## config.mk

```make
export PLATFORM = sky130hd
export DESIGN_NAME = imt_core
export DESIGN_NICKNAME = d
export VERILOG_FILES = /design/src/imt_pkg.sv /design/src/imt_core.sv /design/src/imt_sync.sv /design/src/imt_tick.sv
export VERILOG_INCLUDE_DIRS = /design/src
export SDC_FILE = /design/constraint.sdc
export NUM_CORES = 1
export LEC_CHECK = 0
export ABC_AREA = 1
export BUFFER_PORTS_ARGS = -buffer_cell sky130_fd_sc_hd__buf_2
export CAP_MARGIN = 15
export CORE_ASPECT_RATIO = 0.9
export CORE_MARGIN = 4
export CORE_UTILIZATION = 35
export CTS_BUF_LIST = sky130_fd_sc_hd__clkbuf_8
export CTS_CLUSTER_SIZE = 40
export DETAILED_ROUTE_END_ITERATION = 12
export PLACE_DENSITY_LB_ADDON = 0.3
export SLEW_MARGIN = 15
export SYNTH_ARGS = -nofsm -noshare
export SYNTH_HDL_FRONTEND = slang
export SYNTH_SLANG_ARGS = --single-unit
```

## constraint.sdc

```tcl
create_clock -name clk -period 2.5 [get_ports clk]
set_input_delay 0.375 -clock clk [delete_from_list [all_inputs] [get_ports clk]]
set_output_delay 0.375 -clock clk [all_outputs]
set_load 0.005 [all_outputs]
```

## src/imt_map.svh

```systemverilog
// Register offsets, field positions, status codes and timing counts
// for the two-wire master transmitter. Included by the core module.
`ifndef IMT_MAP_SVH
`define IMT_MAP_SVH

// Register byte offsets on the bus
`define IMT_OFS_CTRL 4'h0
`define IMT_OFS_STATUS 4'h4
`define IMT_OFS_DATA 4'h8

// Control register bit positions
`define IMT_B_FLAG 7
`define IMT_B_ACKEN 6
`define IMT_B_START 5
`define IMT_B_STOP 4
`define IMT_B_WCOL 3
`define IMT_B_EN 2
`define IMT_B_IE 0

// Reset values
`define IMT_RST_CTRL 8'h00
`define IMT_RST_DATA 8'hFF

// Status codes
`define IMT_ST_START 8'h08
`define IMT_ST_REP 8'h10
`define IMT_ST_AW_ACK 8'h18
`define IMT_ST_AW_NACK 8'h20
`define IMT_ST_D_ACK 8'h28
`define IMT_ST_D_NACK 8'h30
`define IMT_ST_ARB 8'h38
`define IMT_ST_AR_ACK 8'h40
`define IMT_ST_AR_NACK 8'h48
`define IMT_ST_RD_ACK 8'h50
`define IMT_ST_RD_NACK 8'h58
`define IMT_ST_IDLE 8'hF8

// Timing: bit period in ns, clock period in ns, quarter bit in cycles
`define IMT_BIT_NS 10000
`define IMT_CLK_NS 20
`define IMT_QTR_CYC ((`IMT_BIT_NS / 4 + `IMT_CLK_NS - 1) / `IMT_CLK_NS)

`endif

```

## src/imt_pkg.sv

```systemverilog
// Types shared by the two-wire master transmitter modules.
// Assumes nothing beyond a SystemVerilog compiler.
package imt_pkg;
  // Engine sequencer states
  typedef enum logic [2:0] {
    ST_IDLE, ST_WAIT_FREE, ST_START, ST_BIT, ST_STOP, ST_HOLD, ST_LOST
  } imt_state_t;
  // Operating mode of the unit
  typedef enum logic [1:0] {MD_SLAVE, MD_TX, MD_RX} imt_mode_t;
  // Kind of byte on the wire
  typedef enum logic {BK_ADDR, BK_DATA} imt_kind_t;
endpackage

```

## src/imt_core.sv

```systemverilog
// Two-wire bus master unit with Avalon-MM register slave.
// Assumes open-drain pads outside: an enable pulls the line low.
`timescale 1ns/100ps
`default_nettype none
`include "imt_map.svh"
module imt_core import imt_pkg::*; (
  input wire logic clk, // System clock, 50 MHz
  input wire logic rst_n, // Synchronous reset, active low
  input wire logic ce, // Clock enable, freezes all state when low
  input wire logic [3:0] address, // Byte address
  input wire logic read, // Read request
  input wire logic write, // Write request
  input wire logic [31:0] writedata, // Write data
  input wire logic [3:0] byteenable, // Byte lanes of a write
  output logic [31:0] readdata, // Read data, registered
  output logic waitrequest, // Stall until answer
  input wire logic scl_in, // Serial clock line level
  output logic scl_out, // Serial clock drive value, always low
  output logic scl_oe, // Pull serial clock low
  input wire logic sda_in, // Serial data line level
  output logic sda_out, // Serial data drive value, always low
  output logic sda_oe // Pull serial data low
);
  imt_state_t state_r;
  imt_mode_t mode_r;
  imt_kind_t kind_r;
  logic [1:0] ph_r;
  logic [3:0] bit_r;
  logic [7:0] shift_r;
  logic [7:0] status_r;
  logic [7:0] data_r;
  logic [31:0] readdata_r;
  logic scl_oe_r, sda_oe_r, rep_r, ack_r, done_r, stop_clr_r, rx_load_r;
  logic flag_r, ack_en_r, start_r, stop_r, wcol_r, en_r, ie_r;
  logic resp_r, busy_r, sda_d_r;
  logic [1:0] lines_s;
  logic scl_s, sda_s, tick, run, stretch, rx_data, is_addr, go;
  logic ctl_wr, dat_wr;
  logic [7:0] byte_code;
  logic [7:0] ctrl_rd;

  // Pin synchronisers and quarter-bit timer
  imt_sync u_sync (
    .clk(clk),
    .rst_n(rst_n),
    .ce(ce),
    .async_in({scl_in, sda_in}),
    .sync_out(lines_s)
  );
  assign scl_s = lines_s[1];
  assign sda_s = lines_s[0];

  imt_tick u_tick (
    .clk(clk),
    .rst_n(rst_n),
    .ce(ce),
    .run(run),
    .tick(tick)
  );

  // Bus slave: one wait state, writes land when waitrequest is low
  assign waitrequest = (read || write) && !resp_r;
  assign ctl_wr = write && resp_r && byteenable[0] &&
                  address == `IMT_OFS_CTRL;
  assign dat_wr = write && resp_r && byteenable[0] &&
                  address == `IMT_OFS_DATA;
  assign readdata = readdata_r;

  always_ff @(posedge clk) begin
    if (!rst_n) begin
      resp_r <= 1'b0;
    end else if (ce) begin
      resp_r <= (read || write) && !resp_r;
    end
  end

  // Control register image; reserved bit 1 reads zero
  assign ctrl_rd = {flag_r, ack_en_r, start_r, stop_r, wcol_r, en_r,
                    1'b0, ie_r};

  // Read data captured on the first cycle of a read
  always_ff @(posedge clk) begin
    if (!rst_n) begin
      readdata_r <= 32'h0000_0000;
    end else if (ce && read && !resp_r) begin
      case (address)
        `IMT_OFS_CTRL: readdata_r <= {24'h000000, ctrl_rd};
        `IMT_OFS_STATUS: readdata_r <= {24'h000000, status_r};
        `IMT_OFS_DATA: readdata_r <= {24'h000000, data_r};
        default: readdata_r <= 32'h0000_0000;
      endcase
    end
  end

  // Completion flag: hardware set wins over a software clear
  always_ff @(posedge clk) begin
    if (!rst_n) begin
      flag_r <= 1'b0;
    end else if (ce) begin
      if (done_r) begin
        flag_r <= 1'b1;
      end else if (ctl_wr && writedata[`IMT_B_FLAG]) begin
        flag_r <= 1'b0;
      end
    end
  end

  // Software control bits; stop self-clears once issued
  always_ff @(posedge clk) begin
    if (!rst_n) begin
      {ack_en_r, start_r, stop_r, en_r, ie_r} <= 5'h00;
    end else if (ce) begin
      if (ctl_wr) begin
        ack_en_r <= writedata[`IMT_B_ACKEN];
        start_r <= writedata[`IMT_B_START];
        stop_r <= writedata[`IMT_B_STOP];
        en_r <= writedata[`IMT_B_EN];
        ie_r <= writedata[`IMT_B_IE];
      end else if (stop_clr_r) begin
        stop_r <= 1'b0;
      end
    end
  end

  // Data register: received bytes load at byte end and win; other bus writes load only while flag is high, else collision
  always_ff @(posedge clk) begin
    if (!rst_n) begin
      data_r <= `IMT_RST_DATA;
      wcol_r <= 1'b0;
    end else if (ce) begin
      if (rx_load_r) begin
        data_r <= shift_r;
      end else if (dat_wr && flag_r) begin
        data_r <= writedata[7:0];
        wcol_r <= 1'b0;
      end else if (dat_wr) begin
        wcol_r <= 1'b1;
      end
    end
  end

  // Bus busy tracking from START and STOP seen on the lines
  always_ff @(posedge clk) begin
    if (!rst_n) begin
      busy_r <= 1'b0;
      sda_d_r <= 1'b1;
    end else if (ce) begin
      sda_d_r <= sda_s;
      if (scl_s && sda_d_r && !sda_s) begin
        busy_r <= 1'b1;
      end else if (scl_s && !sda_d_r && sda_s) begin
        busy_r <= 1'b0;
      end
    end
  end

  // Engine helpers
  assign rx_data = (kind_r == BK_DATA) && (mode_r == MD_RX);
  assign is_addr = (status_r == `IMT_ST_START) ||
                   (status_r == `IMT_ST_REP);
  assign go = !flag_r && !done_r;
  assign stretch = !scl_oe_r && !scl_s && (ph_r == 2'h1);
  assign run = (state_r == ST_START || state_r == ST_BIT ||
                state_r == ST_STOP) && !stretch;

  // Status after a byte: acknowledge seen as a low line
  always_comb begin
    byte_code = `IMT_ST_IDLE;
    if (kind_r == BK_ADDR && mode_r == MD_TX) begin
      byte_code = ack_r ? `IMT_ST_AW_ACK : `IMT_ST_AW_NACK;
    end else if (kind_r == BK_ADDR) begin
      byte_code = ack_r ? `IMT_ST_AR_ACK : `IMT_ST_AR_NACK;
    end else if (mode_r == MD_TX) begin
      byte_code = ack_r ? `IMT_ST_D_ACK : `IMT_ST_D_NACK;
    end else begin
      byte_code = ack_r ? `IMT_ST_RD_ACK : `IMT_ST_RD_NACK;
    end
  end

  // Serial engine: START, bytes, STOP, hold and lost-arbitration
  always_ff @(posedge clk) begin
    if (!rst_n) begin
      state_r <= ST_IDLE;
      mode_r <= MD_SLAVE;
      kind_r <= BK_ADDR;
      ph_r <= 2'h0;
      bit_r <= 4'h0;
      shift_r <= 8'h00;
      status_r <= `IMT_ST_IDLE;
      {scl_oe_r, sda_oe_r, rep_r, ack_r} <= 4'h0;
      {done_r, stop_clr_r, rx_load_r} <= 3'h0;
    end else if (ce) begin
      done_r <= 1'b0;
      stop_clr_r <= 1'b0;
      rx_load_r <= 1'b0;
      if (!en_r) begin
        state_r <= ST_IDLE;
        mode_r <= MD_SLAVE;
        scl_oe_r <= 1'b0;
        sda_oe_r <= 1'b0;
      end else begin
        case (state_r)
          ST_IDLE: begin
            rep_r <= 1'b0;
            if (start_r && go) begin
              state_r <= ST_WAIT_FREE;
            end
          end
          ST_WAIT_FREE: begin
            if (!busy_r && scl_s && sda_s) begin
              state_r <= ST_START;
              ph_r <= 2'h0;
              sda_oe_r <= 1'b0;
            end
          end
          ST_START: begin
            if (tick) begin
              ph_r <= ph_r + 2'h1;
              if (ph_r == 2'h0) begin
                scl_oe_r <= 1'b0;
              end else if (ph_r == 2'h1) begin
                sda_oe_r <= 1'b1;
              end else if (ph_r == 2'h3) begin
                scl_oe_r <= 1'b1;
                state_r <= ST_HOLD;
                done_r <= 1'b1;
                status_r <= rep_r ? `IMT_ST_REP : `IMT_ST_START;
              end
            end
          end
          ST_BIT: begin
            if (tick) begin
              ph_r <= ph_r + 2'h1;
              if (ph_r == 2'h0) begin
                scl_oe_r <= 1'b0;
              end else if (ph_r == 2'h1) begin
                if (bit_r == 4'h8) begin
                  ack_r <= !sda_s;
                end else begin
                  shift_r <= {shift_r[6:0], sda_s};
                  if (!rx_data && !sda_oe_r && !sda_s) begin
                    state_r <= ST_LOST;
                    mode_r <= MD_SLAVE;
                    scl_oe_r <= 1'b0;
                    sda_oe_r <= 1'b0;
                    done_r <= 1'b1;
                    status_r <= `IMT_ST_ARB;
                  end
                end
              end else if (ph_r == 2'h2) begin
                scl_oe_r <= 1'b1;
              end else if (bit_r == 4'h8) begin
                state_r <= ST_HOLD;
                sda_oe_r <= 1'b0;
                done_r <= 1'b1;
                status_r <= byte_code;
                rx_load_r <= rx_data;
              end else begin
                bit_r <= bit_r + 4'h1;
                if (bit_r == 4'h7) begin
                  sda_oe_r <= rx_data && ack_en_r;
                end else begin
                  sda_oe_r <= !rx_data && !shift_r[7];
                end
              end
            end
          end
          ST_STOP: begin
            if (tick) begin
              ph_r <= ph_r + 2'h1;
              if (ph_r == 2'h0) begin
                scl_oe_r <= 1'b0;
              end else if (ph_r == 2'h1) begin
                sda_oe_r <= 1'b0;
              end else if (ph_r == 2'h3) begin
                rep_r <= 1'b0;
                status_r <= `IMT_ST_IDLE;
                state_r <= start_r ? ST_WAIT_FREE : ST_IDLE;
              end
            end
          end
          ST_HOLD: begin
            if (go) begin
              ph_r <= 2'h0;
              if (stop_r) begin
                state_r <= ST_STOP;
                mode_r <= MD_SLAVE;
                sda_oe_r <= 1'b1;
                stop_clr_r <= 1'b1;
              end else if (start_r) begin
                state_r <= ST_START;
                sda_oe_r <= 1'b0;
                rep_r <= 1'b1;
              end else begin
                state_r <= ST_BIT;
                bit_r <= 4'h0;
                shift_r <= data_r;
                if (is_addr) begin
                  kind_r <= BK_ADDR;
                  mode_r <= data_r[0] ? MD_RX : MD_TX;
                  sda_oe_r <= !data_r[7];
                end else begin
                  kind_r <= BK_DATA;
                  sda_oe_r <= (mode_r != MD_RX) && !data_r[7];
                end
              end
            end
          end
          ST_LOST: begin
            if (go) begin
              rep_r <= 1'b0;
              state_r <= start_r ? ST_WAIT_FREE : ST_IDLE;
            end
          end
          default: begin
            state_r <= ST_IDLE;
          end
        endcase
      end
    end
  end

  // Open-drain pins: only ever pull low
  assign scl_out = 1'b0;
  assign sda_out = 1'b0;
  assign scl_oe = scl_oe_r;
  assign sda_oe = sda_oe_r;
endmodule
`default_nettype wire

```

## src/imt_sync.sv

```systemverilog
// Two-flop synchronisers for the bus clock and data line inputs.
// Assumes the inputs are asynchronous to clk.
`timescale 1ns/100ps
`default_nettype none
module imt_sync import imt_pkg::*; (
  input wire logic clk, // System clock
  input wire logic rst_n, // Synchronous reset, active low
  input wire logic ce, // Clock enable
  input wire logic [1:0] async_in, // Raw pin levels
  output logic [1:0] sync_out // Synchronised levels
);
  logic [1:0] meta_r;
  logic [1:0] sync_r;

  // One synchroniser per line; idle bus level is high
  for (genvar i = 0; i < 2; i++) begin : g_sync
    always_ff @(posedge clk) begin
      if (!rst_n) begin
        meta_r[i] <= 1'b1;
        sync_r[i] <= 1'b1;
      end else if (ce) begin
        meta_r[i] <= async_in[i];
        sync_r[i] <= meta_r[i];
      end
    end
  end

  assign sync_out = sync_r;
endmodule
`default_nettype wire

```

## src/imt_tick.sv

```systemverilog
// Quarter-bit timer for the serial engine.
// Assumes run is low whenever the engine is not timing a phase.
`timescale 1ns/100ps
`default_nettype none
`include "imt_map.svh"
module imt_tick import imt_pkg::*; (
  input wire logic clk, // System clock
  input wire logic rst_n, // Synchronous reset, active low
  input wire logic ce, // Clock enable
  input wire logic run, // Count while high, restart when low
  output logic tick // One-cycle pulse per quarter bit
);
  localparam logic [7:0] QTR_LAST = 8'(`IMT_QTR_CYC - 1);
  logic [7:0] cnt_r;

  // Counter restarts whenever run drops, so stretched clocks re-time
  always_ff @(posedge clk) begin
    if (!rst_n) begin
      cnt_r <= 8'h00;
    end else if (ce) begin
      if (!run || cnt_r == QTR_LAST) begin
        cnt_r <= 8'h00;
      end else begin
        cnt_r <= cnt_r + 8'h01;
      end
    end
  end

  assign tick = run && (cnt_r == QTR_LAST);
endmodule
`default_nettype wire

```

Word level (Yosys, flattened, before mapping). Cells that the tools add are included.

Bitwise logic cells: 5. Equality and inequality tests: 78. Reductions and logical operators: 77. Add/subtract/negate cells: 3. Mux-type cells: 160.

Operators by type and width (number): 8-bit 2-to-1 mux (25); 1-bit 2-to-1 mux (73); 3-bit 2-to-1 mux (21); 8-bit case mux with 3 select lines (2); 3-bit != test, second input constant (15); 4-bit 2-to-1 mux (10); 2-bit != test, second input constant (18); 11-bit AND reduction (3); 1-bit logical AND (28); 2-bit 2-to-1 mux (14); 3-bit by 2-bit != test with 1-bit output, second input constant (8); 7-bit 2-to-1 mux (3); 3-bit case mux with 7 select lines (1); 4-bit != test, second input constant (5); 10-bit AND reduction (2); 19-bit AND reduction (1); 17-bit AND reduction (1); 8-bit case mux with 2 select lines (1); 15-bit AND reduction (1); 1-bit zero test (14); 6-bit AND reduction (2); 2-bit nonzero test (6); 5-bit 2-to-1 mux (2); 2-bit AND reduction (5); 40 further kinds (62).

Bits in registers: 97. Word-level logic and storage cells: 354.

Longest topological paths before layout. Gate-level depths: netlist of run 1.

Word-level depth: 12. Depth in mapped cells: 13.

Cells and area by module. From an unflattened synthesis of run 1, not the netlist that was laid out.

Cells, all modules: 654. Area, all modules: 4326.6 µm².

By module, submodules not included: imt_core (instances 1, seq. area each 1161.1 µm², cells each 578, area an instance 3773.6 µm²); imt_tick (instances 1, seq. area each 160.2 µm², cells each 59, area an instance 419.2 µm²); imt_sync (instances 1, seq. area each 80.1 µm², cells each 17, area an instance 133.9 µm²).

Least setup slack after synthesis of run 1. Ideal clock, no wire load.

Path type: register to register. From: register ph_r[0]. To: register status_r[7]. Stages on the path, launching flop included: 12. Required time: 2.374 ns. Buffers on the path: 1. Arrival: 1.808 ns. Slack: 0.566 ns. Cell sequence: dfxtp_1 inv_1 ha_1 clkbuf_1 nor2_1 inv_1 o21ai_1 nand4_1 nor2_2 nand2_1 o21ai_1 nand2_1.

Word-level cells in the longest chain between the ends: 7. Elaborated cells between the ends (all ways): 27. Those cells by class: eq/ne: 17; mux: 4; reduce/logical: 6.

RTL lines: start, declared (line imt_core.sv:27) `logic [1:0] ph_r;`; start signal, assigned (line imt_core.sv:218) `ph_r <= ph_r + 2'h1;`; start signal, assigned (line imt_core.sv:233) `ph_r <= ph_r + 2'h1;`; start signal, assigned (line imt_core.sv:270) `ph_r <= ph_r + 2'h1;`; 2-bit by 1-bit equality test with 1-bit output; 1-bit logical AND (line imt_core.sv:162) `assign stretch = !scl_oe_r && !scl_s && (ph_r == 2'h1);`; 1-bit zero test (line imt_core.sv:164) `state_r == ST_STOP) && !stretch;`; 1-bit logical AND (line imt_core.sv:164); 1-bit logical AND (line imt_tick.sv:29) `assign tick = run && (cnt_r == QTR_LAST);`; 2-bit != test (no line); 17-bit AND reduction (no line); end signal, assigned (line imt_core.sv:189) `` status_r <= `IMT_ST_IDLE; ``; end signal, assigned (line imt_core.sv:227) `` status_r <= rep_r ? `IMT_ST_REP : `IMT_ST_START; ``; end signal, assigned (line imt_core.sv:247) `` status_r <= `IMT_ST_ARB; ``; end, declared (line imt_core.sv:30) `logic [7:0] status_r;`.

Parallel ways exist; a longest one is shown, timed or not. The select of a mux whose other input is x is not followed. A chain may end at the register's enable or synchronous reset.

Worst setup path after layout of run 1.
From: register ph_r[1]. To: register status_r[7].

The elaborated chain is that of the path after synthesis.

==> results of run 1 <==
[worst register-to-register path: stages, from the launching register on]
cell and delay (ns):
dfxtp_1 0.45, inv_1 0.12, ha_1 0.27, nor2_1 0.18, inv_1 0.10, o21ai_1 0.18, nand4_1 0.13, nor2_2 0.26
nand2_1 0.20, o21ai_1 0.16, nand2_1 0.07
[routing by layer]
metal	wire length (um)	track usage (%)	share of wire [%]	vias to the layer above
met1	5803	23.11	50	1934
met2	5150	26.23	44	102
met5	0	0	0	-
li1	-	-	-	2147
met3	538	4.106	4.6	10
met4	104	3.974	0.90	0
[synth_stat cells (4+ instances only)]
cell type  instances
nand2_1          160
inv_1             82
buf_6              4
nand3_1           35
o221ai_1           4
o21ai_1            4
o211ai_1          16
clkbuf_1          13
nor3_1            10
ha_1              12
nand4_1           17
dfxtp_1           70
a21oi_1           31
nor2_1            85
o21ai_0           39
nand2_2            6
buf_4             26
[registers in the layout, indices dropped and copies added (netlist names), 2 cells and up]
signal           flops
u_sync.sync_out      2
data_r               8
state_r              3
readdata             8
ph_r                 2
shift_r              8
u_tick.cnt_r         8
mode_r               2
u_sync.meta_r        2
bit_r                4
status_r             5
[cell families (layout without fill, tap and decap cells)]
family | after synthesis | count (layout) | share of synthesized area, %
simple gates | 327 | 327 | 33.27
buf+inv | 133 | 148 | 14.73
compound gates | 110 | 110 | 15.08
flops | 70 | 70 | 32.48
fa+ha+maj | 12 | 12 | 3.480
xor+xnor | 3 | 3 | 0.6092
other cells | 1 | 26 | 0.08692
mux | 1 | 1 | 0.2610
[cell type report]
class	instances	area (um2)	area share (%)
timing repair buffer	44	255.2	5.356
clock buffer	10	137.6	2.888
sequential	70	1401	29.40
inverter	89	341.6	7.167
multi-input combinational	479	2371	49.75
clock inverter	5	58.81	1.234
tap	160	200.2	4.201
[final timing paths]
| check | from | to | slack (ns) | depth (start not counted) |
|---|---|---|---|---|
| setup / recovery | ph_r[1] | status_r[7] | 0.25 | 10 |
| hold / removal | sda_in | u_sync.meta_r[0] | 0.24 | 3 |
| setup reg to reg | ph_r[1] | status_r[7] | 0.25 | 10 |
| hold reg to reg | ie_r | ie_r | 0.46 | 2 |
[power by group]
group | switching, mW | leakage [nW] | internal (mW)
combinational | 0.140 | 1.44 | 0.0650
sequential | 0.0178 | 0.568 | 1.13
clock | 0.459 | 0.0948 | 0.484
[stage by stage]
stage | hold WS, ns | instance area [um2] | setup slack, ns | utilization (%) | power (mW)
global placement | 0.4409 | 4569 | 0.3635 | 37.84 | 1.377
finish | 0.2352 | 4766 | 0.2510 | 39.46 | 2.298
detailed placement | 0.4487 | 4569 | 0.3265 | 37.84 | 1.379
CTS | 0.2229 | 4766 | 0.2764 | 39.46 | 2.331
global route | 0.2486 | 4766 | 0.007664 | 39.46 | 2.408
floorplan | 0.4292 | 4408 | 0.5663 | - | 1.342
==> impl_metrics.ini, run 1 <==
[clock_tree]
insertion_delay_ns = 0.36
cts_resized = 0
clock-sinks = 70
cts_tree = done
hold_buffers = 0
root_buffer = clkbuf_8
clk_path_buf_depth = 2
numCtsBuffers = 9
ctsHtreeMaxLevel = 3
path_clk_slew_ns = 0.08
cts_setup_buffers = 0

[detailed_routing]
drt_iter0_drc = 320
vias = 4193
wirelength_um = 11600
vias_per_cell = 4.893
ant_nets = 0
post-route-drc-count = 0
first_pass_iters = 4
post_drt_wl_per_cell_um = 13.53

[pwr]
power_density_nw_per_um2 = 482.2
ir_drop_mv = 0.2357
leakagePower_nw = 2.106

[layout]
final_cell_mix = nand2_1 (160), nor2_1 (85), inv_1 (82), dfxtp_1 (70), o21ai_0 (39)
antennaDiodeCount = 0
fin_cells = 857
layout-drive-gt1-share_pct = 11.76
nNetsFinal = 752
syn2layout_area_growth_pct = 10.47
final_common_cell = nand2_1
fillers = 1323

[sta]
finalHoldViolCount = 0
max_freq_mhz = 444.6
finalSetupViolCount = 0
post-route-min-period_ns = 2.249
worst_pin_slew_ns = 0.7058
slew_headroom_pct = 52.66
period_share_pct = 89.96
finClkSkew_ns = 0.009657
rsz0062_at_grt = false
slew_viol_final = 0
fin_setup_tns_ns = 0

[placement]
portBuffers = 30
dp.cells = 842
hpwl_um = 8844
gp_congestion = 0.9143

[floorplanning]
die_x_um = 125.0
coreArea_um2 = 12080
fp.dieH_um = 113.3
start_util_pct = 35.72
rows = 38
die-area_um2 = 14170
io_pins = 84

[global_routing]
grt_pass1_wl_um = 19270
grt_overflow = 0
grt_max_degree = 42
grt_pass1_vias = 3953
grt_antenna_before_repair = 0
grt_usage_pct = 16.67

[worst_setup_path]
path_class = register to register
cp_slowest_cell = dfxtp_1
crit_fanout = 6
crit_required_ns = 2.73
crit_family = simple AND/OR/NAND/NOR gates
critPathBufInv = 2
startpoint_type = register
cp_slowest_stage_delay_ns = 0.45
critPathCaptureType = register
cp_cell_sequence = inv_1, ha_1, nor2_1, inv_1, o21ai_1, nand4_1, nor2_2, nand2_1, o21ai_1, nand2_1
crit_arrival_ns = 2.48

[logic_synthesis]
syn_inst = 657
ys.flop_type = dfxtp_1
netlist_area_um2 = 4314
yosys_warnings = 0
synth_top_area_share_pct = 32.48
ys_async_sr_fraction_pct = 0
syn_area_per_cell_um2 = 6.566
ys_seq_elements = 70
synth_edf_count = 0
synth_seq_area_share_pct = 32.48
ys_types = 46
synthTopCellsByArea = dfxtp_1 (32%), nand2_1 (14%), nor2_1 (7.4%), inv_1 (7.1%), o21ai_0 (4.5%)
synth_area_leader_cell = dfxtp_1

[run]
max-cap-violations = 0

[worst_hold_path]
min_path_type = input port to register

[outcome]
status = finished, final reports clean
Note: power is estimated with default switching activity, not from simulation.
==> inputs of run 2 (changes only) <==
--- a/config.mk
+++ b/config.mk
@@ -8,13 +8,16 @@
 export LEC_CHECK = 0
 export ABC_AREA = 1
 export BUFFER_PORTS_ARGS = -buffer_cell sky130_fd_sc_hd__buf_2
-export CAP_MARGIN = 15
+export CAP_MARGIN = 5
+export CELL_PAD_IN_SITES_DETAIL_PLACEMENT = 0
+export CELL_PAD_IN_SITES_GLOBAL_PLACEMENT = 2
 export CORE_ASPECT_RATIO = 0.9
 export CORE_MARGIN = 4
-export CORE_UTILIZATION = 35
+export CORE_UTILIZATION = 31
 export CTS_BUF_LIST = sky130_fd_sc_hd__clkbuf_8
 export CTS_CLUSTER_SIZE = 40
 export DETAILED_ROUTE_END_ITERATION = 12
+export GPL_ROUTABILITY_DRIVEN = 0
 export PLACE_DENSITY_LB_ADDON = 0.3
 export SLEW_MARGIN = 15
 export SYNTH_ARGS = -nofsm -noshare
==> run 2 against run 1 <==
Routed wire length increased by 7.6%. Die area increased by 12%. Combinational power increased by 2%. Count of clock-buffer cells in the layout decreased by 1. Sequential power about the same. Final cell count increased by 1.1%. Clock skew increased by 0.0072 ns. Sequential cell count unchanged. Total power increased by 0.48%. Via count increased by 0.12%. Worst setup slack improved by 0.022 ns. Highest routed layer unchanged.
==> impl_metrics.ini, run 2 (same netlist as run 1, synthesis figures left out) <==
[placement]
hpwl_um = 9543
placedInstanceArea_um2 = 4579
portBuffers = 30
dp.cells = 850
pre_cts_slack_ns = 0.2709

[layout]
final_area_um2 = 4776
syn2layout_area_growth_pct = 10.70
post-route-util_pct = 35.34
final_common_cell = nand2_1
final_cell_mix = nand2_1 (160), nor2_1 (85), inv_1 (82), dfxtp_1 (70), o21ai_0 (39)
antennaDiodeCount = 0
fin_cells = 866
layout-drive-gt1-share_pct = 11.89
nNetsFinal = 752

[clock_tree]
clock-sinks = 70
cts_tree = done
cts_resized = 0
clk_path_buf_depth = 2
insertion_delay_ns = 0.38
root_buffer = clkbuf_8
hold_buffers = 0
path_clk_slew_ns = 0.09
cts_setup_buffers = 0
ctsHtreeMaxLevel = 3
numCtsBuffers = 9

[floorplanning]
coreArea_um2 = 13510
rows = 40
fp.dieH_um = 119.9
io_pins = 84
start_util_pct = 31.93
die_x_um = 132.4
die-area_um2 = 15870

[worst_setup_path]
crit_required_ns = 2.75
cp_cell_sequence = inv_1, ha_1, nor2_1, inv_1, o21ai_1, nand4_1, nor2_2, nand2_1, o21ai_1, nand2_1
critPathCaptureType = register
cp_slowest_cell = dfxtp_1
startpoint_type = register
path_class = register to register
crit_fanout = 6
cp_slowest_stage_delay_ns = 0.44
crit_arrival_ns = 2.47

[detailed_routing]
wirelength_um = 12490
first_pass_iters = 6
vias_per_cell = 4.848
drt_iter0_drc = 223
post_drt_wl_per_cell_um = 14.42
ant_nets = 0
vias = 4198
post-route-drc-count = 0

[pwr]
leakagePower_nw = 2.107
power_density_nw_per_um2 = 483.5
power_mw = 2.309
ir_drop_mv = 0.2937

[sta]
finClkSkew_ns = 0.01683
max_freq_mhz = 449.1
whs_ns = 0.2249
slew_headroom_pct = 52.17
slew_viol_final = 0
finalHoldViolCount = 0
finalSetupViolCount = 0
fin_setup_tns_ns = 0
fin_ws_ns = 0.2732
period_share_pct = 89.07
worst_pin_slew_ns = 0.7131
post-route-min-period_ns = 2.227
rsz0062_at_grt = false

[global_routing]
grt_overflow = 0
grt_max_degree = 42
grt_pass1_vias = 3944
grt_antenna_before_repair = 0
grt_pass1_wl_um = 20310
grt_usage_pct = 16.05

[worst_hold_path]
min_path_type = input port to register

[run]
max-cap-violations = 0

[outcome]
status = finished, final reports clean
[run 2: cell types whose count changed in the layout (fill, tap and decap cells not counted), sizes merged]
cell / previous run / this run
clkinv: 4 / 6
clkbuf: 10 / 9
[run 2: worst paths after layout]
check	slack, ns	from	endpoint	depth (start not counted)
worst max-delay path	0.27	ph_r[1]	status_r[7]	10
worst min-delay path	0.22	scl_in	u_sync.meta_r[1]	3
worst max register to register	0.27	ph_r[1]	status_r[7]	10
worst min register to register	0.46	ie_r	ie_r	2
[run 2: layer usage]
layer | part of all wire [%] | track usage [%]
met1 | 50 | 23.15
met2 | 43 | 23.85
met3 | 5.4 | 3.772
met4 | 1.4 | 4.481
met5 | 0 | 0
[run 2: critical path: cells and delay by family, from the launching register on]
kind                       cells  cell delay (ns)
AOI/OAI and AO/OA              2             0.34
and+or+nand+nor                5             0.83
adders and majority gates      1             0.28
buffers and inverters          2             0.20
DFF                            1             0.44
[run 2: area by class of cell]
type                       instances  area (um2)
clock inverter                     7       72.57
tap                              168       210.2
timing repair buffer              44       255.2
fill                            1500        8737
sequential                        70        1401
inverter                          89       341.6
clock buffer                       9       123.9
multi-input combinational        479        2371
[run 2: power breakdown]
part | total, mW | switching, mW | leakage [nW] | internal (mW)
Sequential | 1.15 | 0.0184 | 0.568 | 1.13
Clock | 0.949 | 0.487 | 0.0956 | 0.462
Combinational | 0.209 | 0.144 | 1.44 | 0.0651
==> inputs of run 3 (changes only) <==
--- a/config.mk
+++ b/config.mk
@@ -13,7 +13,7 @@
 export CELL_PAD_IN_SITES_GLOBAL_PLACEMENT = 2
 export CORE_ASPECT_RATIO = 0.9
 export CORE_MARGIN = 4
-export CORE_UTILIZATION = 31
+export CORE_UTILIZATION = 25
 export CTS_BUF_LIST = sky130_fd_sc_hd__clkbuf_8
 export CTS_CLUSTER_SIZE = 40
 export DETAILED_ROUTE_END_ITERATION = 12
@@ -23,3 +23,4 @@
 export SYNTH_ARGS = -nofsm -noshare
 export SYNTH_HDL_FRONTEND = slang
 export SYNTH_SLANG_ARGS = --single-unit
+export TNS_END_PERCENT = 50
==> constraint.sdc (replaced) <==
create_clock -name clk -period 2.5 [get_ports clk]
set_input_delay 0.375 -clock clk [delete_from_list [all_inputs] [get_ports clk]]
set_output_delay 0.375 -clock clk [all_outputs]
set_load 0.05 [all_outputs]
==> run 3 against run 2 <==
Worst hold slack worse by 0.0036 ns. Routed wire length up 4.1%. Sequential cell count unchanged. Largest cell class unchanged.
==> impl_metrics.ini, run 3 (same netlist as run 1, synthesis figures left out) <==
[layout]
final_cell_mix = nand2_1 (160), nor2_1 (85), inv_1 (82), dfxtp_1 (70), o21ai_0 (39)
final-seq-area_um2 = 1401
multiInputGateArea_um2 = 2371
nNetsFinal = 754
fillers = 1897
final_common_cell = nand2_1
antennaDiodeCount = 0
layout-drive-gt1-share_pct = 11.89
syn2layout_area_growth_pct = 12.62

[global_routing]
grt_pass1_wl_um = 21070
grt_pass1_vias = 3960
grt_antenna_before_repair = 0
grt_usage_pct = 13.53
grt_max_degree = 30
grt_overflow = 0

[floorplanning]
io_pins = 84
rows = 45
die-area_um2 = 19430
die_x_um = 146.5
start_util_pct = 25.54
coreArea_um2 = 16890
fp.dieH_um = 132.6

[pwr]
power_mw = 2.500
ir_drop_mv = 0.2180
comb_power_share_pct = 12.3
power_density_nw_per_um2 = 514.6
clock_power_share_pct = 41.7
p_switching_uw = 724.7
leakagePower_nw = 2.124
p_sw_share_pct = 28.99
power.internal_mw = 1.775
seqPwrFrac_pct = 46.0

[worst_setup_path]
path_class = register to register
critPathCaptureType = register
crit_fanout = 6
crit_required_ns = 2.75
crit_arrival_ns = 2.48
startpoint_type = register

[worst_hold_path]
min_path_type = input port to register

[sta]
post-route-min-period_ns = 2.228
finalSetupViolCount = 0
slew_viol_final = 0
fin_setup_tns_ns = 0
finClkSkew_ns = 0.01540
worst_pin_slew_ns = 0.7277
rsz0062_at_grt = false
finalHoldViolCount = 0
period_share_pct = 89.13
max_freq_mhz = 448.8
slew_headroom_pct = 51.19

[clock_tree]
cts_tree = done
hold_buffers = 0
ctsHtreeMaxLevel = 3
path_clk_slew_ns = 0.09
cts_setup_buffers = 0
insertion_delay_ns = 0.37
clk_path_buf_depth = 2
clock-sinks = 70
root_buffer = clkbuf_8
numCtsBuffers = 9
cts_resized = 0

[detailed_routing]
wl_met1_um = 6558
vias_per_cell = 4.637
first_pass_iters = 5
wl_met3_um = 592
ant_nets = 0
wirelength_um = 13000
highest_layer = met4
drt_iter0_drc = 267
vias = 4215
met2_wirelength_um = 5728
post-route-drc-count = 0
post_drt_wl_per_cell_um = 14.30

[run]
max-cap-violations = 0

[placement]
portBuffers = 30
hpwl_um = 10020

[outcome]
status = finished, final reports clean
run 3: changes by cell type in the layout (fill, tap and decap cells not counted):
| cell | change |
|---|---|
| clkbuf_8 | +1 |
| clkinvlp_4 | -1 |
| inv_6 | -1 |
| clkinv_2 | -1 |
| buf_4 | +2 |
| bufinv_16 | +1 |
| clkinv_4 | -1 |
run 3: power groups by stage:
stage          Sequential [mW]  Combinational, mW  Clock [mW]
2_1_floorplan             1.18              0.257           0
3_3_place_gp              1.18              0.308           0
3_5_place_dp              1.18              0.308           0
4_1_cts                   1.15              0.309        1.08
5_1_grt                   1.15              0.337        1.13
6_report                  1.15              0.308        1.04
run 3: worst max-delay path, stage by stage (launching register included):
cell	delay [ns]
dfxtp_1	0.44
inv_1	0.11
ha_1	0.28
nor2_1	0.19
inv_1	0.11
o21ai_1	0.18
nand4_1	0.13
nor2_2	0.25
nand2_1	0.19
o21ai_1	0.15
nand2_1	0.06
run 3: per-stage QoR:
step                      std cells  hold slack (ns)  worst slack (ns)  cell area, um2  utilization, %
after floorplan                 682           0.4292            0.5663            4408               -
after global placement          895           0.4411            0.3568            4648           27.52
after detailed placement        895           0.4552            0.3080            4648           27.52
after CTS                       909           0.1954            0.2591            4858           28.76
after global routing            909           0.2119           0.01778            4858           28.76
final                           909           0.2213            0.2718            4858           28.76
run 3: layout make-up:
| type | count | share of cell area [%] |
|---|---|---|
| Clock buffer | 10 | 2.833 |
| Clock inverter | 4 | 1.494 |
| Multi-Input combinational cell | 479 | 48.80 |
| Timing Repair Buffer | 46 | 5.563 |
| Sequential cell | 70 | 28.84 |
| Inverter | 89 | 7.031 |
| Tap cell | 211 | 5.434 |
run 3: worst paths after layout:
kind,startpoint,endpoint,slack [ns],depth (start not counted)
max,ph_r[1],status_r[7],0.27,10
min,scl_in,u_sync.meta_r[1],0.22,3
max reg2reg,ph_r[1],status_r[7],0.27,10
min reg2reg,readdata[3],readdata[3],0.47,2
run 3: metal layers:
metal,global-route usage (%),up-vias
met4,3.083,0
li1,-,2154
met1,19.38,1965
met5,0,-
met2,20.62,86
met3,3.185,10
